==> src/mqis_pkg.sv <==
// Package with register map, state layout and reset values of the pending-flag block.
package mqis_pkg;
    localparam logic [11:0] MQIS_RX_PEND_OFS = 12'h240;
    localparam logic [11:0] MQIS_RX_CLR_OFS = 12'h248;
    localparam logic [11:0] MQIS_TX_PEND_OFS = 12'h250;
    localparam logic [11:0] MQIS_TX_CLR_OFS = 12'h258;
    localparam logic [11:0] MQIS_LSU_PEND_OFS = 12'h260;
    localparam logic [11:0] MQIS_LSU_CLR_OFS = 12'h268;
    localparam int MQIS_QUEUES = 16;
    localparam int MQIS_UNITS = 4;
    localparam int MQIS_EVENTS = 8;
    localparam int MQIS_DONE_BIT = 0;
    localparam logic [15:0] MQIS_Q_ONE = 16'h0001;
    localparam logic [15:0] MQIS_HALF_ZERO = 16'h0000;
    localparam logic [31:0] MQIS_WORD_ZERO = 32'h0000_0000;
    localparam logic [6:0] MQIS_NONDONE_MASK = 7'h7f;

    typedef enum logic [2:0] {
        MQIS_REG_NONE,
        MQIS_REG_RX_PEND,
        MQIS_REG_RX_CLR,
        MQIS_REG_TX_PEND,
        MQIS_REG_TX_CLR,
        MQIS_REG_LSU_PEND,
        MQIS_REG_LSU_CLR
    } mqis_reg_t;

    typedef struct packed {
        logic [15:0] rx_pend;
        logic [15:0] tx_pend;
        logic [31:0] lsu_pend;
        logic [15:0][31:0] rx_cp;
        logic [15:0][31:0] tx_cp;
        logic ack;
        logic [31:0] rdata;
    } mqis_state_t;

    localparam mqis_state_t MQIS_STATE_RST = '0;
endpackage

==> src/mqis_intr_status.sv <==
// Pending and clear registers for queue and load/store events, Wishbone slave.
`timescale 1ns/10ps
// Behaviour
// RULE1 - rx queue pending at 0x240, upper zero
// RULE2 - rx queue clear at 0x248, reads zero
// RULE3 - software writes last processed descriptor pointer
// RULE4 - rx pending clears only on pointer match; the code also clears it on a write to the pending register at 0x240
// RULE5 - tx queue pending at 0x250, upper zero
// RULE6 - tx queue clear at 0x258, reads zero
// RULE7 - software acknowledges tx after reclaiming descriptors
// RULE8 - tx pending clears only on pointer match; the code also clears it on a write to the pending register at 0x250
// RULE9 - load/store pending at 0x260, all read/write
// RULE10 - load/store clear at 0x268, write only
// RULE11 - bit 0 first unit completion
// RULE12 - bit 1 first unit error response
// RULE13 - bit 2 first unit Xoff
// RULE14 - bit 3 first unit unsupported type
// RULE15 - bit 4 first unit timeout
// RULE16 - bit 5 first unit DMA error
// RULE17 - bit 6 first unit retry or semaphore
// RULE18 - bit 7 first unit no credit
// RULE19 - second unit events in bits 8-15
// RULE20 - third unit events from bit 16
// RULE21 - third unit bits 21 to 23
// RULE22 - fourth unit events in bits 24-31
// RULE23 - completion flag gated by request enable
// RULE24 - writing one clears, zero keeps
module mqis_intr_status
    import mqis_pkg::*;
(
    input wire logic ref_clk,
    input wire logic arst_n,
    input wire logic wb_cyc_i,
    input wire logic wb_stb_i,
    input wire logic wb_we_i,
    input wire logic [11:0] wb_adr_i,
    input wire logic [3:0] wb_sel_i,
    input wire logic [31:0] wb_dat_i,
    output logic [31:0] wb_dat_o,
    output logic wb_ack_o,
    input wire logic rx_desc_done,
    input wire logic [3:0] rx_desc_queue,
    input wire logic [31:0] rx_desc_cp,
    input wire logic rx_sw_cp_wr,
    input wire logic [3:0] rx_sw_cp_queue,
    input wire logic [31:0] rx_sw_cp_value,
    input wire logic tx_desc_done,
    input wire logic [3:0] tx_desc_queue,
    input wire logic [31:0] tx_desc_cp,
    input wire logic tx_sw_cp_wr,
    input wire logic [3:0] tx_sw_cp_queue,
    input wire logic [31:0] tx_sw_cp_value,
    input wire logic [31:0] lsu_event,
    input wire logic [3:0] lsu_intr_req,
    output logic [15:0] rx_pending,
    output logic [15:0] tx_pending,
    output logic [31:0] lsu_pending
);

    logic rst_meta_reg;
    logic rst_n_sync_reg;
    mqis_state_t st_reg;
    mqis_state_t st_next;
    logic bus_req;
    logic bus_wr;
    logic bus_rd;
    mqis_reg_t acc_reg;
    logic [31:0] byte_mask;
    logic [31:0] lsu_set;
    logic [15:0] rx_set;
    logic [15:0] rx_clr;
    logic [15:0] tx_set;
    logic [15:0] tx_clr;

    function automatic mqis_reg_t mqis_decode(input logic [11:0] adr);
        mqis_reg_t r;
        r = MQIS_REG_NONE;
        if (adr == MQIS_RX_PEND_OFS)
            r = MQIS_REG_RX_PEND;
        else if (adr == MQIS_RX_CLR_OFS)
            r = MQIS_REG_RX_CLR;
        else if (adr == MQIS_TX_PEND_OFS)
            r = MQIS_REG_TX_PEND;
        else if (adr == MQIS_TX_CLR_OFS)
            r = MQIS_REG_TX_CLR;
        else if (adr == MQIS_LSU_PEND_OFS)
            r = MQIS_REG_LSU_PEND;
        else if (adr == MQIS_LSU_CLR_OFS)
            r = MQIS_REG_LSU_CLR;
        return r;
    endfunction

    function automatic logic [15:0] mqis_onehot(input logic [3:0] q);
        return MQIS_Q_ONE << q;
    endfunction

    // The rest of the block sees reset leave only on a clock edge.
    always_ff @(posedge ref_clk or negedge arst_n)
    begin
        if (!arst_n)
        begin
            rst_meta_reg <= 1'b0;
            rst_n_sync_reg <= 1'b0;
        end
        else
        begin
            rst_meta_reg <= 1'b1;
            rst_n_sync_reg <= rst_meta_reg;
        end
    end

    assign bus_req = wb_cyc_i && wb_stb_i && !st_reg.ack;
    assign bus_wr = bus_req && wb_we_i;
    assign bus_rd = bus_req && !wb_we_i;
    assign acc_reg = mqis_decode(wb_adr_i);

    genvar gb;
    generate
        for (gb = 0; gb < 4; gb++)
        begin : g_mask
            assign byte_mask[gb*8 +: 8] = {8{wb_sel_i[gb]}};
        end
    endgenerate

    // Each unit owns one byte, events in the same order in every byte.
    // RULE11 - first unit completion
    // RULE12 - first unit error
    // RULE13 - first unit Xoff
    // RULE14 - first unit unsupported
    // RULE15 - first unit timeout
    // RULE16 - first unit DMA
    // RULE17 - first unit retry
    // RULE18 - first unit credit
    // RULE19 - second unit byte
    // RULE20 - third unit byte
    // RULE21 - third unit upper
    // RULE22 - fourth unit byte
    genvar gu;
    generate
        for (gu = 0; gu < MQIS_UNITS; gu++)
        begin : g_unit
            // RULE23 - completion enable gate
            assign lsu_set[gu*MQIS_EVENTS +: MQIS_EVENTS] = lsu_event[gu*MQIS_EVENTS +: MQIS_EVENTS]
                & {MQIS_NONDONE_MASK, lsu_intr_req[gu]};
        end
    endgenerate

    assign rx_set = rx_desc_done ? mqis_onehot(rx_desc_queue) : MQIS_HALF_ZERO;
    assign tx_set = tx_desc_done ? mqis_onehot(tx_desc_queue) : MQIS_HALF_ZERO;
    // RULE4 - rx pointer match
    assign rx_clr = (rx_sw_cp_wr && rx_sw_cp_value == st_reg.rx_cp[rx_sw_cp_queue])
        ? mqis_onehot(rx_sw_cp_queue) : MQIS_HALF_ZERO;
    // RULE8 - tx pointer match
    assign tx_clr = (tx_sw_cp_wr && tx_sw_cp_value == st_reg.tx_cp[tx_sw_cp_queue])
        ? mqis_onehot(tx_sw_cp_queue) : MQIS_HALF_ZERO;

    always_comb
    begin
        st_next = st_reg;
        st_next.ack = bus_req;
        st_next.rdata = MQIS_WORD_ZERO;
        if (rx_desc_done)
            st_next.rx_cp[rx_desc_queue] = rx_desc_cp;
        if (tx_desc_done)
            st_next.tx_cp[tx_desc_queue] = tx_desc_cp;
        st_next.rx_pend = st_reg.rx_pend & ~rx_clr;
        st_next.tx_pend = st_reg.tx_pend & ~tx_clr;
        st_next.lsu_pend = st_reg.lsu_pend;
        if (bus_wr)
        begin
            // RULE1 - rx pending write
            if (acc_reg == MQIS_REG_RX_PEND)
                st_next.rx_pend = (st_next.rx_pend & ~byte_mask[15:0])
                    | (wb_dat_i[15:0] & byte_mask[15:0]);
            // RULE5 - tx pending write
            else if (acc_reg == MQIS_REG_TX_PEND)
                st_next.tx_pend = (st_next.tx_pend & ~byte_mask[15:0])
                    | (wb_dat_i[15:0] & byte_mask[15:0]);
            // RULE9 - lsu pending write
            else if (acc_reg == MQIS_REG_LSU_PEND)
                st_next.lsu_pend = (st_reg.lsu_pend & ~byte_mask) | (wb_dat_i & byte_mask);
            // RULE10 - lsu clear write
            // RULE24 - ones clear bits
            else if (acc_reg == MQIS_REG_LSU_CLR)
                st_next.lsu_pend = st_reg.lsu_pend & ~(wb_dat_i & byte_mask);
        end
        // A new event in the same cycle as a clear is kept.
        st_next.rx_pend = st_next.rx_pend | rx_set;
        st_next.tx_pend = st_next.tx_pend | tx_set;
        st_next.lsu_pend = st_next.lsu_pend | lsu_set;
        if (bus_rd)
        begin
            // RULE2 - clear reads zero
            // RULE6 - clear reads zero
            if (acc_reg == MQIS_REG_RX_PEND)
                st_next.rdata = {MQIS_HALF_ZERO, st_reg.rx_pend};
            else if (acc_reg == MQIS_REG_TX_PEND)
                st_next.rdata = {MQIS_HALF_ZERO, st_reg.tx_pend};
            else if (acc_reg == MQIS_REG_LSU_PEND)
                st_next.rdata = st_reg.lsu_pend;
        end
    end

    always_ff @(posedge ref_clk or negedge rst_n_sync_reg)
    begin
        if (!rst_n_sync_reg)
            st_reg <= MQIS_STATE_RST;
        else
            st_reg <= st_next;
    end

    assign wb_ack_o = st_reg.ack;
    assign wb_dat_o = st_reg.rdata;
    assign rx_pending = st_reg.rx_pend;
    assign tx_pending = st_reg.tx_pend;
    assign lsu_pending = st_reg.lsu_pend;
endmodule

==> config.mk <==
export PLATFORM = sky130hd
export DESIGN_NAME = mqis_intr_status
export DESIGN_NICKNAME = d
export VERILOG_FILES = /design/src/mqis_pkg.sv /design/src/mqis_intr_status.sv
export SDC_FILE = /design/constraint.sdc
export NUM_CORES = 2
export LEC_CHECK = 0
export BUFFER_PORTS_ARGS = -buffer_cell sky130_fd_sc_hd__buf_2
export CORE_UTILIZATION = 60
export DETAILED_ROUTE_END_ITERATION = 10
export GPL_TIMING_DRIVEN = 0
export PLACE_DENSITY = 0.79
export SYNTH_ARGS = -nofsm -noshare
export SYNTH_HDL_FRONTEND = slang
export SYNTH_SLANG_ARGS = --single-unit
==> constraint.sdc <==
create_clock -name ref_clk -period 82.8 [get_ports ref_clk]
set_input_delay 4.14 -clock ref_clk [delete_from_list [all_inputs] [get_ports ref_clk]]
set_output_delay 4.14 -clock ref_clk [all_outputs]
set_load 0.02 [all_outputs]
==> impl_metrics.toml <==
[synthesis]
synth_warnings = 0
synth_seq_area_share_pct = 52.74
syn_inst = 3780
netlist_area_um2 = 53280
synth_top_cells_by_area = "dfrtp_1 53%, mux2_2 23%, mux4_2 7.2%"
syn_area_per_cell_um2 = 14.10
synth-main-ff-cell = "dfrtp_1"
syn_nets = 4017
synth-async-reset-ratio_pct = 100.0
synth_edf_count = 0
yosys.area.top_type = "dfrtp_1"
ys_ff_latch = 1123
synth_commonest_cells = "1,123 x dfrtp_1, 1,081 x mux2_2, 212 x clkbuf_1"
synth_cell_types = 81
yosysMostFrequentCell = "dfrtp_1"
synth_top_area_share_pct = 52.74

[setup_path]
arrival_ns = 9.25
cp_max_fo = 10
slowest_delay_ns = 1.03
cp_num_buf_inv = 3
cp_slowest_cell = "buf_1"
cp-start-kind = "input pin"
critical-path-top-delay-family = "buffers and inverters"
criticalPathCategory = "in2reg"
crit_path_end_kind = "flop"
worstPathRequired_ns = 83.38
crit_chain = "clkbuf_1, buf_1, buf_1, nor2_1, a22oi_1, o221ai_1, o21ai_0, xnor2_1, nand3_1, nor3_1, nand3_1, o31a_1"

[clocking]
numCtsBuffers = 114
clk_latency_ns = 0.72
clkTransAtPathRegs_ns = 0.06
cts_max_path_buffers = 3
ctsResizeCount = 0
cts_tree = "done"
htreeDepth = 3
clock_sinks = 1123
post_cts_buffers = 0
hold_buffers = 0
cts_root_buf = "clkbuf_16"

[sta]
final.setup.worst_slack_ns = 74.13
tightestPinTransition_ns = 1.417
fmax_mhz = 115.3
hold_viol = 0
period_needed_ns = 8.675
period_share_pct = 10.48
rsz0062_at_grt = "no"
max_slew_margin_pct = 5.522
skew_ns = 0.02186
setup_viol = 0
fin_setup_tns_ns = 0
drv_slew = 0

[power]
sequentialPowerShare_pct = 46.7
swShare_pct = 26.97
ir_worst_vdd_v = 0.00002209
leakagePower_nw = 26.36
totalPowerFinal_w = 0.001574
internal_power_w = 0.001150
power_switching_w = 0.0004245
pwr-share-comb_pct = 19.3
powerDensity_nw_per_um2 = 25.89
p_clk_share_pct = 34.1

[drt]
viasPerCell = 6.639
drtPass1Iterations = 6
routed_wl_mm = 167.9
topRoutingLayerUsed = "met5"
wl_met1_mm = 64.29
vias = 36570
wl_per_cell_um = 30.48
ant_nets = 0
routed-wl-met3_mm = 18.05
dr_wl_met2_mm = 76.14
drt-initial-drc-count = 4017
drc = 0

[layout]
drive_above_1_share_pct = 45.68
synthToLayoutAreaGrowth_pct = 14.11
fillers = 6001
fin_util_pct = 69.65
largest_reg_flops = 1024
fin_nets = 4480

[placement]
routabilityCongestion = 0.9783
pre_cts_ws_ns = 73.77
port_buffers = 329
dp_hpwl_mm = 114.3

[floorplan]
ios = 334
rows = 108
initial_utilization_pct = 61.04
fp.dieH_um = 300.0
core_area_um2 = 87290
die_w_um = 300.0
fp.dieArea_um2 = 89990

[global_routing]
grt.overflow.total = 0
grt_pass1_vias = 37280
antenna_found_initial = 20
track_usage_pct = 37.67
grt_pass1_wl_mm = 246.7
grt_max_degree = 71

[job]
maxCapViolations = 0

[run_status]
status = "completed"

[worst_hold_path]
hold_path.class = "reg2reg"
[path summary, 6_finish.rpt]
path	startpoint	end	slack (ns)	cells after the start
max	rx_sw_cp_queue[3]	rx_pending[13]	74.13	12
max reg2reg	st_reg[264]	tx_pending[6]	79.09	10
min in group asynchronous	rst_n_sync_reg	st_reg[511]	0.37	0
min	rst_meta_reg	rst_n_sync_reg	0.35	0
max in group asynchronous	arst_n	rst_n_sync_reg	79.48	1
min reg2reg	rst_meta_reg	rst_n_sync_reg	0.35	0
[cells in the final DEF, fill, tap and decap left out, drive strengths merged, types with 10 or more instances in the layout]
cell type  Yosys  routed
dfrtp       1123    1123
mux2        1081    1081
buf          187     534
clkbuf       212     386
mux2i        199     199
mux4         171     171
nand2        109     109
a21oi         72      72
nor2          72      72
o21ai         66      66
a22oi         61      61
xnor2         46      46
nand3         42      42
xor2          40      40
nor4          30      30
o22ai         28      28
nand2b        25      25
and2          23      23
clkinv         0      22
nor2b         17      17
nor3          17      17
diode          0      16
a221oi        16      16
and3          13      13
o221ai        10      10
[power by group through the flow]
stage	combinational, W	clock, W	sequential (W)
finish	0.000304	0.000536	0.000735
global route	0.000322	0.000559	0.000746
CTS	0.000300	0.000537	0.000731
detailed placement	0.000298	0	0.000739
global placement	0.000274	0	0.000748
floorplan	0.000216	0	0.000728
[area by class of cell]
cell class | instances | area (um^2) | area share, %
flip-flops and latches | 1123 | 28110 | 46.23
well taps | 1155 | 1445 | 2.377
multi-input cells | 2253 | 23030 | 37.88
clock buffers | 174 | 3482 | 5.727
clock inverters | 36 | 405.4 | 0.6668
plain buffers | 399 | 2128 | 3.501
repair buffers | 347 | 2142 | 3.523
diodes | 16 | 40.04 | 0.06585
inverters | 5 | 18.77 | 0.03087
[per-layer routing]
| layer | vias to the layer above | GRT usage, % |
|---|---|---|
| met2 | 2227 | 56.85 |
| li1 | 14740 | - |
| met3 | 574 | 10.16 |
| met4 | 16 | 18.60 |
| met1 | 19010 | 50.74 |
| met5 | - | 0 |
[cell families (layout without fill, tap and decap cells)]
group	Yosys count	count (layout)	share of synthesized area, %
multiplexers	1451	1451	33.81
flip-flops	1123	1123	52.74
buffers and inverters	404	961	4.030
AND/OR/NAND/NOR	388	388	3.851
AO/OA/AOI/OAI	327	327	4.140
XOR/XNOR	86	86	1.414
other	1	17	0.007038
[metrics by stage]
| step | hold slack, ns | instance area [um^2] | instances |
|---|---|---|---|
| after floorplan | 0.3312 | 53280 | 3780 |
| after global placement | 0.3382 | 56370 | 5264 |
| after detailed placement | 0.3410 | 56870 | 5282 |
| after CTS | 0.3570 | 60760 | 5492 |
| after global routing | 0.3750 | 60790 | 5504 |
| final | 0.3517 | 60800 | 5508 |
No activity file was read; power rests on OpenSTA's default activity.
